$ cat config.mk
export PLATFORM = sky130hd
export DESIGN_NAME = perf_counter_capability_regs
export DESIGN_NICKNAME = d
export VERILOG_FILES = /design/src/logic/perf_cap_pkg.sv /design/src/logic/perf_cap_bus.sv /design/src/logic/perf_cap_word.sv /design/src/logic/perf_counter_capability_regs.sv
export SDC_FILE = /design/constraint.sdc
export NUM_CORES = 1
export LEC_CHECK = 0
export BUFFER_PORTS_ARGS = -buffer_cell sky130_fd_sc_hd__buf_2
export CELL_PAD_IN_SITES_DETAIL_PLACEMENT = 1
export CELL_PAD_IN_SITES_GLOBAL_PLACEMENT = 1
export CORE_MARGIN = 8
export CORE_UTILIZATION = 43
export CTS_BUF_LIST = sky130_fd_sc_hd__clkbuf_2
export DETAILED_ROUTE_END_ITERATION = 6
export GPL_ROUTABILITY_DRIVEN = 0
export PLACE_DENSITY_LB_ADDON = 0.15
export SKIP_CTS_REPAIR_TIMING = 1
export SLEW_MARGIN = 20
export SYNTH_ARGS = -nofsm -noshare
export SYNTH_HDL_FRONTEND = slang
export SYNTH_HIERARCHICAL = 1
export SYNTH_SLANG_ARGS = --single-unit
export TNS_END_PERCENT = 50
$ cat constraint.sdc
create_clock -name ref_clk_i -period 2.45 [get_ports ref_clk_i]
set_clock_uncertainty 0.15 [all_clocks]
set_input_delay 0.1225 -clock ref_clk_i [delete_from_list [all_inputs] [get_ports ref_clk_i]]
set_output_delay 0.1225 -clock ref_clk_i [all_outputs]
set_load 0.02 [all_outputs]
$ cat src/logic/perf_cap_pkg.sv
// Constants, field layouts and the register map of the counter capability bank.
// Assumes a classic Wishbone slave with a 32-bit data path and byte addressing.

package perf_cap_pkg;

    // ==========================================================================
    // Register map.
    localparam logic [11:0] COUNTER_STRIDE = 12'h0100;
    localparam logic [7:0] CAP_OFFSET = 8'h80;
    localparam logic [7:0] EVCAP_OFFSET = 8'h84;
    localparam logic [7:0] EVCAP_STEP = 8'h04;
    localparam int MAX_EVENT_WORDS = 15;

    // ==========================================================================
    // Field positions.
    localparam int EVENT_GROUP_COUNT_LSB = 28;
    localparam int FREEZE_BIT = 17;
    localparam int OVF_INT_BIT = 16;
    localparam int WIDTH_LSB = 8;
    localparam int OVERRIDE_BIT = 0;
    localparam int EGI_LSB = 28;
    localparam logic [31:0] EVENTS_MASK = 32'h0FFF_FFFF;

    // ==========================================================================
    // Bus answer states.
    typedef enum logic [0:0] {
        BUS_IDLE = 1'b0,
        BUS_ACK = 1'b1
    } bus_state_type;

endpackage : perf_cap_pkg

$ cat src/logic/perf_cap_bus.sv
// Classic Wishbone answer timing: one ack cycle per request.
// Assumes the master drops stb after each acknowledged cycle.
`timescale 1ns/1ps

module perf_cap_bus
    import perf_cap_pkg::*;
(
    input wire logic ref_clk_i, // System clock.
    input wire logic rstn_i, // Asynchronous reset, active low.
    input wire logic req_i, // Cycle and strobe together.
    output logic ack_o // Acknowledge pulse.
);

    bus_state_type state_r;
    bus_state_type state_nxt;

    // Ack one cycle after the request, then drop for a cycle.
    always_comb begin
        case (state_r)
            BUS_IDLE: state_nxt = req_i ? BUS_ACK : BUS_IDLE;
            BUS_ACK: state_nxt = BUS_IDLE;
            default: state_nxt = BUS_IDLE;
        endcase
    end

    // State register.
    always_ff @(posedge ref_clk_i or negedge rstn_i) begin
        if (!rstn_i) begin
            state_r <= BUS_IDLE;
        end else begin
            state_r <= state_nxt;
        end
    end

    assign ack_o = (state_r == BUS_ACK);

endmodule : perf_cap_bus

$ cat src/logic/perf_cap_word.sv
// One counter's capability word and its event words, formed from fixed values.
// Assumes its parent gates presence with the global support flags.
`timescale 1ns/1ps

module perf_cap_word
    import perf_cap_pkg::*;
#(
    parameter logic [3:0] GROUPS = 4'h1,
    parameter logic FREEZE_OK = 1'b1,
    parameter logic OVF_INT_OK = 1'b1,
    parameter logic [7:0] WIDTH = 8'h30,
    parameter logic OVERRIDE = 1'b1,
    parameter logic [MAX_EVENT_WORDS*32-1:0] EVENT_WORDS = '0
) (
    input wire logic [3:0] word_sel_i, // Event word index.
    output logic [31:0] cap_o, // Counter capability word.
    output logic [31:0] evcap_o, // Selected event word, zero when absent.
    output logic [7:0] width_o // Effective local counter width.
);

    // Capability word assembly; reserved ranges stay zero.
    always_comb begin
        cap_o = '0;
        cap_o[EVENT_GROUP_COUNT_LSB +: 4] = GROUPS;
        cap_o[FREEZE_BIT] = FREEZE_OK;
        cap_o[OVF_INT_BIT] = OVF_INT_OK;
        cap_o[WIDTH_LSB +: 8] = WIDTH;
        cap_o[OVERRIDE_BIT] = OVERRIDE;
        width_o = WIDTH;
    end

    // Event word selection; group index is zero while the override is clear.
    always_comb begin
        evcap_o = '0;
        if (word_sel_i < GROUPS) begin
            evcap_o = EVENT_WORDS[word_sel_i*32 +: 32];
            if (!OVERRIDE) begin
                evcap_o = evcap_o & EVENTS_MASK;
            end
        end
    end

endmodule : perf_cap_word

$ cat src/logic/perf_counter_capability_regs.sv
// Top of the read-only counter capability register bank on classic Wishbone.
// Assumes the global support flags are tied constants of the host unit.
//
// The placing of the registers and register access over Wishbone were decided locally.
`timescale 1ns/1ps

module perf_counter_capability_regs
    import perf_cap_pkg::*;
#(
    parameter int NUM_COUNTERS = 4,
    parameter logic [11:0] CONFIG_BASE = 12'h000,
    parameter logic PERF_MON_SUPPORTED = 1'b1,
    parameter logic PER_COUNTER_SUPPORTED = 1'b1,
    parameter logic [3:0] GROUPS = 4'h2,
    parameter logic [7:0] WIDTH = 8'h30,
    parameter logic [MAX_EVENT_WORDS*32-1:0] EVENT_WORDS = {
        {13{32'h0000_0000}}, 32'h1000_00FF, 32'h0000_000F}
) (
    input wire logic ref_clk_i, // System clock, 10 MHz.
    input wire logic rstn_i, // Asynchronous reset, active low.
    input wire logic cyc_i, // Wishbone cycle.
    input wire logic stb_i, // Wishbone strobe.
    input wire logic we_i, // Wishbone write enable.
    input wire logic [3:0] sel_i, // Wishbone byte selects.
    input wire logic [11:0] adr_i, // Wishbone byte address.
    input wire logic [31:0] dat_i, // Wishbone write data, ignored.
    output logic [31:0] dat_o, // Wishbone read data.
    output logic ack_o, // Wishbone acknowledge.
    output logic [NUM_COUNTERS*8-1:0] width_o // Effective width per counter.
);

    // ==========================================================================
    // Per-counter words.
    logic [31:0] cap_w [NUM_COUNTERS];
    logic [31:0] ev_w [NUM_COUNTERS];
    logic [31:0] dat_r;
    logic [31:0] dat_nxt;
    logic req_w;
    logic [11:0] rel_w;
    logic [3:0] word_w;
    logic present_w;
    logic unused_w;

    assign present_w = PERF_MON_SUPPORTED && PER_COUNTER_SUPPORTED;
    assign rel_w = adr_i - CONFIG_BASE;
    assign word_w = 4'((rel_w[7:0] - EVCAP_OFFSET) >> 2);
    assign unused_w = ^{dat_i, sel_i, we_i};

    // One word set per reported counter.
    genvar c;
    generate
        for (c = 0; c < NUM_COUNTERS; c++) begin : g_ctr
            perf_cap_word #(
                .GROUPS(GROUPS),
                .WIDTH(WIDTH),
                .EVENT_WORDS(EVENT_WORDS)
            ) u_word (
                .word_sel_i(word_w),
                .cap_o(cap_w[c]),
                .evcap_o(ev_w[c]),
                .width_o(width_o[c*8 +: 8])
            );
        end
    endgenerate

    // Read decode; writes and unmapped addresses return zero with an ack.
    always_comb begin
        dat_nxt = '0;
        if (present_w && req_w && !we_i) begin
            for (int i = 0; i < NUM_COUNTERS; i++) begin
                if (rel_w[11:8] == 4'(i)) begin
                    if (rel_w[7:0] == CAP_OFFSET) begin
                        dat_nxt = cap_w[i];
                    end else if (rel_w[7:0] >= EVCAP_OFFSET && rel_w[1:0] == 2'b00
                                 && rel_w[7:0] < EVCAP_OFFSET + {GROUPS, 2'b00}) begin
                        dat_nxt = ev_w[i];
                    end
                end
            end
        end
    end

    // Read data register.
    always_ff @(posedge ref_clk_i or negedge rstn_i) begin
        if (!rstn_i) begin
            dat_r <= '0;
        end else begin
            dat_r <= dat_nxt;
        end
    end

    assign req_w = cyc_i && stb_i && !ack_o;
    assign dat_o = dat_r;

    perf_cap_bus u_bus (
        .ref_clk_i(ref_clk_i),
        .rstn_i(rstn_i),
        .req_i(req_w),
        .ack_o(ack_o)
    );

    // ==========================================================================
    // Checks.
    a_ack_follows_req: assert property (@(posedge ref_clk_i) disable iff (!rstn_i)
        cyc_i && stb_i && !ack_o |=> ack_o)
        else $error("ack missing after request");
    a_ack_one_cycle: assert property (@(posedge ref_clk_i) disable iff (!rstn_i)
        ack_o |=> !ack_o)
        else $error("ack held too long");
    a_write_reads_zero: assert property (@(posedge ref_clk_i) disable iff (!rstn_i)
        req_w && we_i |=> dat_o == 32'h0000_0000)
        else $error("write returned data");
    a_cap_read_value: assert property (@(posedge ref_clk_i) disable iff (!rstn_i)
        req_w && !we_i && rel_w == 12'h080 && present_w |=> dat_o == cap_w[0])
        else $error("capability read wrong");
    a_cap_reserved_zero: assert property (@(posedge ref_clk_i) disable iff (!rstn_i)
        (cap_w[0] & 32'h0FFC_00FE) == 32'h0000_0000)
        else $error("reserved bits set");
    a_groups_field: assert property (@(posedge ref_clk_i) disable iff (!rstn_i)
        cap_w[0][31:28] == GROUPS)
        else $error("group count wrong");
    a_width_field: assert property (@(posedge ref_clk_i) disable iff (!rstn_i)
        cap_w[0][15:8] == width_o[7:0])
        else $error("width mismatch");
    a_evword_read: assert property (@(posedge ref_clk_i) disable iff (!rstn_i)
        req_w && !we_i && rel_w == 12'h084 && present_w |=> dat_o == ev_w[0])
        else $error("event word read wrong");
    a_absent_zero: assert property (@(posedge ref_clk_i) disable iff (!rstn_i)
        !present_w |-> dat_nxt == 32'h0000_0000)
        else $error("absent bank returned data");

endmodule : perf_counter_capability_regs

# [Word level (Yosys, flattened, before mapping)]
# Index checks and enable logic that the tools add are counted.
[word_totals] register_bits=33 out_inout_bits=65
[op_classes] n_addsub=1 magnitude_cmp=3 n_eq_ne=4 shifts=1 muxes=16 bitwise_logic=1 n_reduce_logical=9
[ops] cell="$shiftx 480x10->32 const A" n=1
[ops] cell="$mux 32" n=14
[ops] cell="$eq 4x2->1 const B" n=2
[ops] cell="$eq 8x8->1 const B" n=1
[ops] cell="$ge 8x8->1 const B" n=1
[ops] cell="$lt 8x8->1 const B" n=1
[ops] cell="$sub 6x3->6 const B" n=1
[ops] cell="$logic_and 1x1->1" n=5
[ops] cell="$eq 4x1->1 const B" n=1
[ops] cell="$logic_not 4->1" n=1
[ops] cell="$lt 4x2->1 const B" n=1
[ops] cell="$logic_not 1->1" n=2
[ops] cell="$logic_not 2->1" n=1
[ops] cell="$pmux 1 s2" n=1
[ops] cell="$mux 1" n=1
[ops] cell="$not 1->1" n=1

# [Logic depth before layout (Yosys ltp)]
# Gate-level depths: netlist (run 1).
[depth] depth_word=16 ltp_mapped=10

# [Cells and area by module]
# Netlist (run 1), hierarchy kept.
[modules_own_cells] module="perf_counter_capability_regs" instances=1 cells_per_inst=393 area_each_um2=3359.5 seq_area_each_um2=800.8
[modules_own_cells] module="perf_cap_word" instances=4 cells_per_inst=74 area_each_um2=553.0 seq_area_each_um2=0.0
[modules_own_cells] module="perf_cap_bus" instances=1 cells_per_inst=2 area_each_um2=38.8 seq_area_each_um2=25.0

# [Least setup slack after synthesis (run 1)]
# OpenSTA, ideal clock, no wires.
[synth_timing] path_type="input to register" from="input port adr_i[2]" to="register dat_r[28], in the netlist dat_o[28]" setup_time_ps=137 arrival_time_ps=1909 path_slack_ps=253 stages=9 n_path_buf=2 path_cell_list="inv_1 ha_1 clkbuf_1 inv_1 or4_1 buf_2 mux4_2 a2bb2oi_1 nor3_1"
[synth_between] elab_chain_len=16 word_cells_on_any_way=22 classes_between="add/sub: 1; order compare: 3; eq/ne: 1; shift: 1; mux: 14; reduce/logical: 2"
[synth_lines] item="start: declaration" line_no="perf_counter_capability_regs.sv:25" text="input wire logic [11:0] adr_i,"
[synth_lines] item="$sub 6x3->6 / $ge 8x8->1 (equally long branches)" line_no="perf_counter_capability_regs.sv:46, perf_counter_capability_regs.sv:74"
[synth_lines] item="$shiftx 480x10->32, or another cell as far along" line_no="perf_cap_word.sv:36" text="evcap_o = EVENT_WORDS[word_sel_i*32 +: 32];"
[synth_lines] item="$mux 32 / $logic_and 1x1->1 (equally long branches)" line_no="perf_cap_word.sv:35, perf_counter_capability_regs.sv:75"
[synth_lines] item="$mux 32" line_no="perf_counter_capability_regs.sv:74" text="end else if (rel_w[7:0] >= EVCAP_OFFSET && rel_w[1:0] == 2'b00"
[synth_lines] item="$mux 32" line_no="perf_counter_capability_regs.sv:72" text="if (rel_w[7:0] == CAP_OFFSET) begin"
[synth_lines] item="$mux 32" line_no="perf_counter_capability_regs.sv:71" text="if (rel_w[11:8] == 4'(i)) begin"
[synth_lines] item="$mux 32" line_no="perf_counter_capability_regs.sv:74"
[synth_lines] item="$mux 32" line_no="perf_counter_capability_regs.sv:72"
[synth_lines] item="$mux 32" line_no="perf_counter_capability_regs.sv:71"
[synth_lines] item="$mux 32" line_no="perf_counter_capability_regs.sv:74"
[synth_lines] item="$mux 32" line_no="perf_counter_capability_regs.sv:72"
[synth_lines] item="$mux 32" line_no="perf_counter_capability_regs.sv:71"
[synth_lines] item="$mux 32" line_no="perf_counter_capability_regs.sv:74"
[synth_lines] item="$mux 32" line_no="perf_counter_capability_regs.sv:72"
[synth_lines] item="$mux 32 *" line_no="perf_counter_capability_regs.sv:71"
[synth_lines] item="$mux 32 *" line_no="perf_counter_capability_regs.sv:69" text="if (present_w && req_w && !we_i) begin"
[synth_lines] item="net dat_nxt[28]" line_no="perf_counter_capability_regs.sv:37" text="logic [31:0] dat_nxt;"
[synth_lines] item="end signal: assignment" line_no="perf_counter_capability_regs.sv:88" text="dat_r <= dat_nxt;"
[synth_lines] item="end: declaration" line_no="perf_counter_capability_regs.sv:36" text="logic [31:0] dat_r;"
# Mark *: on every way through the listed nets, which the timed path passes. The rest lies on a longest branch.

# [Worst setup path in the final report (run 1)]
[layout_timing] from="register u_bus.state_r, in the netlist u_bus/ack_o" to="register dat_r[31], in the netlist dat_o[31]"
[layout_between] elab_chain_len=4
[layout_lines] item="start: declaration" line_no="perf_cap_bus.sv:14" text="bus_state_type state_r;"
[layout_lines] item="start signal: assignment" line_no="perf_cap_bus.sv:31" text="state_r <= state_nxt;"
[layout_lines] item="$logic_not 1->1" line_no="perf_counter_capability_regs.sv:92" text="assign req_w = cyc_i && stb_i && !ack_o;"
[layout_lines] item="$logic_and 1x1->1" line_no="perf_counter_capability_regs.sv:92"
[layout_lines] item="$logic_and 1x1->1" line_no="perf_counter_capability_regs.sv:69"
[layout_lines] item="$mux 32" line_no="perf_counter_capability_regs.sv:69"
[layout_lines] item="net dat_nxt[31]" line_no="perf_counter_capability_regs.sv:37"
# The timed path passes the listed nets, and every way through them passes these cells.

==> results.json, run 1 <==
{
  "status": "finished clean",
  "tns_ps": 0,
  "pwr-share-clk_pct": 22.3,
  "p_seq_share_pct": 42.1,
  "grt_pass1_wl_mm": 19.97,
  "grt_pass1_vias": 3963,
  "hold_path_startpoint": "adr_i[11]",
  "grt_max_degree": 96,
  "end_kind": "flop",
  "ys_async_sr_fraction_pct": 100.0,
  "yosysUniqueCellTypes": 43,
  "critPathMaxFanout": 7,
  "setup_viol": 0,
  "intPower_w": 0.0007844,
  "die_x_um": 130.2,
  "synth_area_sq_um": 5610,
  "initial_core_util_pct": 44.28,
  "clk_pin_slew_worst_paths_ps": 220,
  "antenna_cells": 0,
  "peakVddDrop_mv": 0.1197,
  "synth_top_cell_by_area": "buf_4",
  "p_sw_w": 0.0005243,
  "finalHoldViolCount": 0,
  "rsz0062_at_grt": "false",
  "maxCapViolCount": 0,
  "synth-seq-area-share_pct": 14.72,
  "rows": 41,
  "post-route-min-period_ps": 2180,
  "relSlewSlack_pct": 48.93,
  "fillers": 1656,
  "synth_common_cells": "buf_4, nand2_1, dfrtp_1",
  "cts-buffers-inserted": 5,
  "seqCellArea_sq_um": 825.8,
  "port_buffers": 49,
  "yosys-top-cells-area": "buf_4, dfrtp_1, mux4_2, a221oi_1, nand2_1",
  "synth_most_common_cell": "buf_4",
  "path_class": "flop to flop",
  "path_common_cell": "buf_4",
  "holdWs_ps": 106.7,
  "slowest_delay_ps": 610,
  "cts-root-buf": "clkbuf_2",
  "synth_cells": 691,
  "worst_slack_ps": 269.9,
  "cts_num_sinks": 33,
  "critPathSlowestCell": "a2111oi_0",
  "min_path_type": "primary input to flop",
  "cts_max_level": 2,
  "syn_to_final_growth_pct": -10.46,
  "drc": 0,
  "ant_nets": 0,
  "globalRouteMet2Util_pct": 28.34,
  "via_per_inst": 4.479,
  "ys.flop_type": "dfrtp_1",
  "multiInputGateArea_sq_um": 3367,
  "ioPinCount": 118,
  "required_ps": 2690,
  "grt_use_met3_pct": 2.081,
  "busiest_layer": "met2",
  "cts_buffer_depth": 2,
  "drt-initial-drc-count": 123,
  "dr.pass1.iters": 4,
  "hpwl_mm": 8.860,
  "powerDensity_nw_per_um2": 260.5,
  "die_h_um": 130.2,
  "slew_viol_final": 0,
  "final_util_pct": 39.65,
  "die_area_sq_um": 16960,
  "yosys_warnings": 6,
  "globalRoute.totalOverflow": 0,
  "worstMarginPinSlew_ps": 766.0,
  "clk_latency_ps": 400,
  "syn_avg_cell_area_sq_um": 8.119,
  "synth.top_cell.area_share_pct": 37.47,
  "nets": 752,
  "worstReg2RegStart": "u_bus/ack_o",
  "dpl_worst_slack_ps": -54.40,
  "synth-seq-cells": 33,
  "critPathArrivalTime_ps": 2420,
  "switching_share_pct": 40.06,
  "synth-edff-count": 0,
  "fmaxAchievable_mhz": 458.7,
  "num_vias": 3888,
  "crit_path_start": "u_bus/ack_o",
  "cp_cell_sequence": "or3_1, buf_4, a2111oi_0, buf_4",
  "period_share_pct": 88.98,
  "met1_usage_pct": 16.98,
  "leakage_nw": 2.404,
  "avgRoutedWirePerCell_um": 14.27,
  "p_comb_share_pct": 35.6,
  "drive_gt1_share_pct": 18.53,
  "cts_tree": "done",
  "antenna_found_initial": 0,
  "finalWirelength_mm": 12.39,
  "critPathLaunchType": "flop",
  "core_area_sq_um": 12670,
  "grt_use_total_pct": 15.02
}
final timing paths:
path                               endpoint  slack, ps  depth (start not counted)
worst max-delay path              dat_o[31]        270                          4
worst min-delay path              dat_o[31]        110                          5
worst max register to register    dat_o[31]        270                          4
worst min register to register  u_bus/ack_o        380                          1
max in group asynchronous          dat_o[0]       1510                          2
min in group asynchronous         dat_o[18]        130                          2
per-stage QoR:
| step | instances | instance area (sq um) | total power [W] |
|---|---|---|---|
| 2_1_floorplan | 935 | 6526 | 0.001218 |
| 3_3_place_gp | 857 | 4954 | 0.0009963 |
| 4_1_cts | 865 | 4994 | 0.001313 |
| 6_report | 868 | 5024 | 0.001309 |
| 5_1_grt | 868 | 5024 | 0.001417 |
| 3_5_place_dp | 857 | 4954 | 0.001005 |
placed cells by master (no fill, tap or decap), types with 3 or more instances in the layout:
master / netlist / final
o41ai_1: 11 / 11
inv_1: 18 / 18
o21ai_1: 19 / 19
nor3_2: 1 / 3
nor3_1: 17 / 15
nand2_1: 53 / 53
ha_1: 4 / 3
nor2_1: 6 / 6
or3_1: 21 / 21
a21oi_1: 32 / 32
dfrtp_1: 33 / 33
mux2i_1: 3 / 3
nor4b_2: 4 / 4
buf_2: 9 / 49
buf_12: 0 / 3
nand3_1: 21 / 21
dlygate4sd3_1: 0 / 3
clkbuf_2: 0 / 6
buf_4: 280 / 23
conb_1: 8 / 252
a2bb2oi_1: 12 / 12
mux4_2: 30 / 30
o21ai_0: 20 / 20
a221oi_1: 30 / 30
cell families (layout without fill, tap and decap cells):
group,after synthesis,count (layout),share of synthesized area [%]
buf+inv,343,104,42.15
simple gates,136,136,13.09
compound gates,131,131,15.52
mux,34,34,12.78
flops,33,33,14.72
other cells,8,252,0.5353
fa+ha+maj,4,4,0.8921
xor+xnor,2,2,0.3123
layer usage:
metal	vias to the layer above	part of all wire, %	wire length [um]
met3	16	3.8	469
li1	1895	-	-
met4	0	1.8	227
met1	1914	41	5076
met5	-	0	0
met2	63	53	6616
worst max-delay path, delay by kind of cell (launching register included):
kind / cells / cell delay [ps]
buffers and inverters: 2 / 430
AND/OR/NAND/NOR: 1 / 510
flip-flops: 1 / 470
AO/OA/AOI/OAI: 1 / 610
layout make-up:
type | count | share of cell area [%]
clock buffers | 6 | 0.5978
clock inverters | 2 | 0.1993
inverters | 18 | 1.345
multi-input cells | 559 | 67.02
flip-flops and latches | 33 | 16.44
well taps | 172 | 4.284
repair buffers | 78 | 10.11
state kept, by name, indices dropped and copies added (netlist names):
register and cells:
dat_o 32, u_bus/ack_o 1
power by group through the flow:
| stage | sequential [W] | combinational [W] | clock [W] |
|---|---|---|---|
| after floorplan | 0.000565 | 0.000653 | 0 |
| after global placement | 0.000560 | 0.000436 | 0 |
| after detailed placement | 0.000561 | 0.000445 | 0 |
| after CTS | 0.000551 | 0.000446 | 0.000316 |
| after global routing | 0.000552 | 0.000528 | 0.000337 |
| final | 0.000551 | 0.000466 | 0.000292 |
Power figures use the tool's default switching activity.
==> inputs of run 2 (changes only) <==
Settings changed: MAX_ROUTING_LAYER set to met4.
==> run 2 against run 1 <==
Net effect: cell area unchanged; sequential share of layout area unchanged; sequential cell count unchanged; critical path depth unchanged; sequential power about the same; critical path type unchanged; critical endpoint unchanged.
==> results.json, run 2 (same netlist as run 1, synthesis figures left out) <==
{
  "status": "finished clean",
  "cts_max_level": 2,
  "worstMarginPinSlew_ps": 767.3,
  "finalHoldViolCount": 0,
  "rsz0062_at_grt": "false",
  "cts-root-buf": "clkbuf_2",
  "r2r_setup_slack_ps": 270,
  "grt_use_total_pct": 15.46,
  "via_per_inst": 4.475,
  "avgRoutedWirePerCell_um": 14.31,
  "drc": 0,
  "worstSetupEndpoint": "dat_o[31]",
  "min_path_type": "primary input to flop",
  "clk_pin_slew_worst_paths_ps": 210,
  "port_buffers": 49,
  "end_kind": "flop",
  "hpwl_mm": 8.860,
  "cts-buffers-inserted": 5,
  "antenna_found_initial": 0,
  "critPathMaxFanout": 7,
  "cts_tree": "done",
  "fin_area_sq_um": 5024,
  "num_vias": 3884,
  "required_ps": 2680,
  "total_power_w": 0.001305,
  "r2r_cells": 4,
  "placed_area_sq_um": 4954,
  "dp.cells": 857,
  "crit_path_start": "u_bus/ack_o",
  "path_class": "flop to flop",
  "critPathArrivalTime_ps": 2400,
  "setup_viol": 0,
  "final_util_pct": 39.65,
  "die_area_sq_um": 16960,
  "finalNonFillerCells": 868,
  "finalWirelength_mm": 12.42,
  "slew_viol_final": 0,
  "maxCapViolCount": 0,
  "fillers": 1656,
  "die_x_um": 130.2,
  "globalRoute.totalOverflow": 0,
  "core_area_sq_um": 12670,
  "grt_pass1_wl_mm": 19.98,
  "rows": 41,
  "nets": 752,
  "ioPinCount": 118,
  "clk_latency_ps": 390,
  "grt_pass1_vias": 3965,
  "ant_nets": 0,
  "fmaxAchievable_mhz": 459.1,
  "peakVddDrop_mv": 0.1167,
  "period_share_pct": 88.91,
  "initial_core_util_pct": 44.28,
  "grt_max_degree": 96,
  "final_common_cell": "conb_1",
  "cts_buffer_depth": 2,
  "cts_num_sinks": 33,
  "antenna_cells": 0,
  "powerDensity_nw_per_um2": 259.7,
  "dr.pass1.iters": 4,
  "relSlewSlack_pct": 48.84,
  "leakage_nw": 2.404,
  "die_h_um": 130.2,
  "worstReg2RegStart": "u_bus/ack_o",
  "largest_register_ffs": 32,
  "drt-initial-drc-count": 140,
  "post-route-min-period_ps": 2178,
  "critPathLaunchType": "flop",
  "syn_to_final_growth_pct": -10.46,
  "r2r-end": "dat_o[31]",
  "layout_common_cells": "conb_1, nand2_1, buf_2",
  "drive_gt1_share_pct": 18.53
}
[run 2: cell counts in the layout (fill, tap and decap cells not counted)]
No cell type changed its count.
[run 2: stage by stage]
step | setup slack, ps | hold WS [ps] | setup TNS (ps)
after CTS | 248.9 | -417.8 | 0
final | 271.8 | 117.4 | 0
after floorplan | 253.3 | -323.1 | 0
after global routing | 204.9 | 69.46 | 0
after global placement | 62.01 | 95.38 | 0
after detailed placement | -54.40 | 101.5 | -54.40
[run 2: layer usage]
metal	track usage (%)	vias up	part of all wire, %
met3	2.040	15	3.6
met4	4.713	0	1.6
met2	28.28	64	53
li1	-	1893	-
met1	17.08	1912	41
met5	-	-	0
[run 2: critical path: stages (launching register included)]
cell and delay (ps):
dfrtp_1 470, or3_1 510, buf_4 220, a2111oi_0 600, buf_4 210
[run 2: report_power, final]
group          leakage, nW  internal [W]  switching (W)
logic                 1.91      0.000164       0.000301
clock network       0.0327     0.0000717       0.000217
registers            0.460      0.000549     0.00000209
total                 2.40      0.000784       0.000520
[run 2: final cells by class]
class | count | area (sq um) | share of cell area [%]
Clock buffer | 6 | 30.03 | 0.5978
Clock inverter | 2 | 10.01 | 0.1993
Inverter | 18 | 67.56 | 1.345
Multi-Input combinational cell | 559 | 3367 | 67.02
Sequential cell | 33 | 825.8 | 16.44
Tap cell | 172 | 215.2 | 4.284
Timing Repair Buffer | 78 | 508.0 | 10.11
[run 2: worst min-delay path by stage]
stage               cells after the start  slack (ps)   endpoint       from
CTS                                     1        -420  dat_o[18]     rstn_i
floorplan                               0        -320   dat_o[0]     rstn_i
global route                            5          70  dat_o[31]  adr_i[10]
detailed placement                      1         100  dat_o[15]     rstn_i
global placement                        1         100  dat_o[15]     rstn_i
finish                                  5         120  dat_o[31]  adr_i[10]
==> inputs of run 3 (changes only) <==
Settings changed: CORE_UTILIZATION 43 to 46, SETUP_SLACK_MARGIN set to 0.4.
Clock period 2.45 ns to 2.66 ns, I/O delays scaled along.
==> run 3 against run 2 <==
Net effect: die area shrank 5.7%; register-to-register slack gained 290 ps; global-route usage grew 0.21 points; sequential power shrank 8.0%; first-iteration DRC count shrank 11%; sequential cell count is the same; final cell count shrank 3.2%.
==> results.json, run 3 (same netlist as run 1, synthesis figures left out) <==
{
  "r2r_cells": 4,
  "path_common_cell": "buf_4",
  "cts-buffers-inserted": 5,
  "cpLargestDelayFamily": "simple AND/OR/NAND/NOR gates",
  "grt_pass1_vias": 4015,
  "r2r-end": "dat_o[31]",
  "globalRoute.totalOverflow": 0,
  "critPathMaxFanout": 32,
  "grt_max_degree": 96,
  "nets": 749,
  "rows": 40,
  "period_share_pct": 78.93,
  "die_x_um": 126.4,
  "hold_path_startpoint": "adr_i[4]",
  "clk_latency_ps": 440,
  "avgRoutedWirePerCell_um": 14.09,
  "antenna_found_initial": 0,
  "finalHoldViolCount": 0,
  "dr.pass1.iters": 6,
  "num_vias": 3859,
  "critPathSlowestCell": "or3_1",
  "grt_use_total_pct": 15.67,
  "required_ps": 2900,
  "tns_ps": 0,
  "grt_pass1_wl_mm": 19.78,
  "powerDensity_nw_per_um2": 239.1,
  "wl_met3_um": 413,
  "met1_length_mm": 4.645,
  "path_class": "flop to flop",
  "critPathLaunchType": "flop",
  "final_common_cell": "conb_1",
  "port_buffers": 49,
  "worstMarginPinSlew_ps": 786.2,
  "die_area_sq_um": 15990,
  "cts_num_sinks": 33,
  "ioPinCount": 118,
  "cts-root-buf": "clkbuf_2",
  "layout_common_cells": "conb_1, nand2_1, buf_2",
  "core_area_sq_um": 11960,
  "ant_nets": 0,
  "dr.max_layer_used": "met4",
  "largest_register_ffs": 32,
  "crit_buf_inv": 2,
  "clk_pin_slew_worst_paths_ps": 200,
  "syn_to_final_growth_pct": -11.80,
  "crit_path_start": "u_bus/ack_o",
  "drt-initial-drc-count": 124,
  "peakVddDrop_mv": 0.09030,
  "setup_viol": 0,
  "initial_core_util_pct": 46.90,
  "critPathArrivalTime_ps": 2340,
  "cts_max_level": 2,
  "maxCapViolCount": 0,
  "drc": 0,
  "end_kind": "flop",
  "rsz0062_at_grt": "false",
  "min_to": "dat_o[31]",
  "r2r_setup_slack_ps": 560,
  "hpwl_mm": 8.689,
  "holdWs_ps": 97.10,
  "drive_gt1_share_pct": 18.04,
  "cts_buffer_depth": 2,
  "dr_wl_met2_mm": 6.563,
  "relSlewSlack_pct": 47.59,
  "cts_tree": "done",
  "finalWirelength_mm": 11.83,
  "via_per_inst": 4.594,
  "slowest_delay_ps": 490,
  "status": "finished clean",
  "cp_cell_sequence": "or3_1, buf_4, a2111oi_2, buf_4",
  "antenna_cells": 0,
  "whs_path_depth": 4,
  "die_h_um": 126.4,
  "min_path_type": "primary input to flop",
  "worstReg2RegStart": "u_bus/ack_o",
  "post-route-min-period_ps": 2100,
  "slew_viol_final": 0,
  "leakage_nw": 2.376,
  "fmaxAchievable_mhz": 476.3
}
==> run 3: cell count changes in the layout (fill, tap and decap cells not counted), sizes merged <==
| cell | delta |
|---|---|
| buf | -3 |
| clkbuf | -1 |
| clkinv | +1 |
==> run 3: tightest hold or removal path: stages <==
cell	delay [ps]
buf_2	160
or3_4	180
a2111oi_2	60
buf_4	120
==> run 3: metal layers <==
layer  up-vias  track usage (%)
li1       1892                -
met1      1896            16.18
met2        56            29.53
met3        15            2.807
met4         0            4.812
met5         -                -
==> run 3: cell type report <==
cell class	instances	area (sq um)
clock buffers	5	25.02
clock inverters	3	12.51
fillers	1581	7013
inverters	18	67.56
multi-input cells	559	3373
flip-flops and latches	33	825.8
well taps	147	183.9
repair buffers	75	460.4
==> run 3: power breakdown <==
group	internal, W	leakage [nW]	total, W	switching, W
registers	0.000505	0.460	0.000507	0.00000182
logic	0.000145	1.89	0.000417	0.000272
clock network	0.0000573	0.0278	0.000259	0.000201
total	0.000708	2.38	0.00118	0.000475
==> run 3: through the flow <==
| stage | power [W] | area (sq um) | utilization (%) | setup slack [ps] | cells |
|---|---|---|---|---|---|
| 2_1_floorplan | 0.001122 | 6526 | - | 452.8 | 935 |
| 3_3_place_gp | 0.0009086 | 4875 | 40.75 | 202.5 | 829 |
| 3_5_place_dp | 0.0009162 | 4875 | 40.75 | 115.0 | 829 |
| 4_1_cts | 0.001179 | 4912 | 41.07 | 274.6 | 837 |
| 5_1_grt | 0.001261 | 4949 | 41.37 | 414.0 | 840 |
| 6_report | 0.001183 | 4949 | 41.37 | 560.4 | 840 |
==> run 3: how the worst max path moves through the flow <==
stage | to | depth (start not counted)
3_3_place_gp | dat_o[0] | 8
2_1_floorplan | dat_o[28] | 9
6_report | dat_o[31] | 4
4_1_cts | dat_o[31] | 4
5_1_grt | dat_o[6] | 10
3_5_place_dp | dat_o[0] | 8
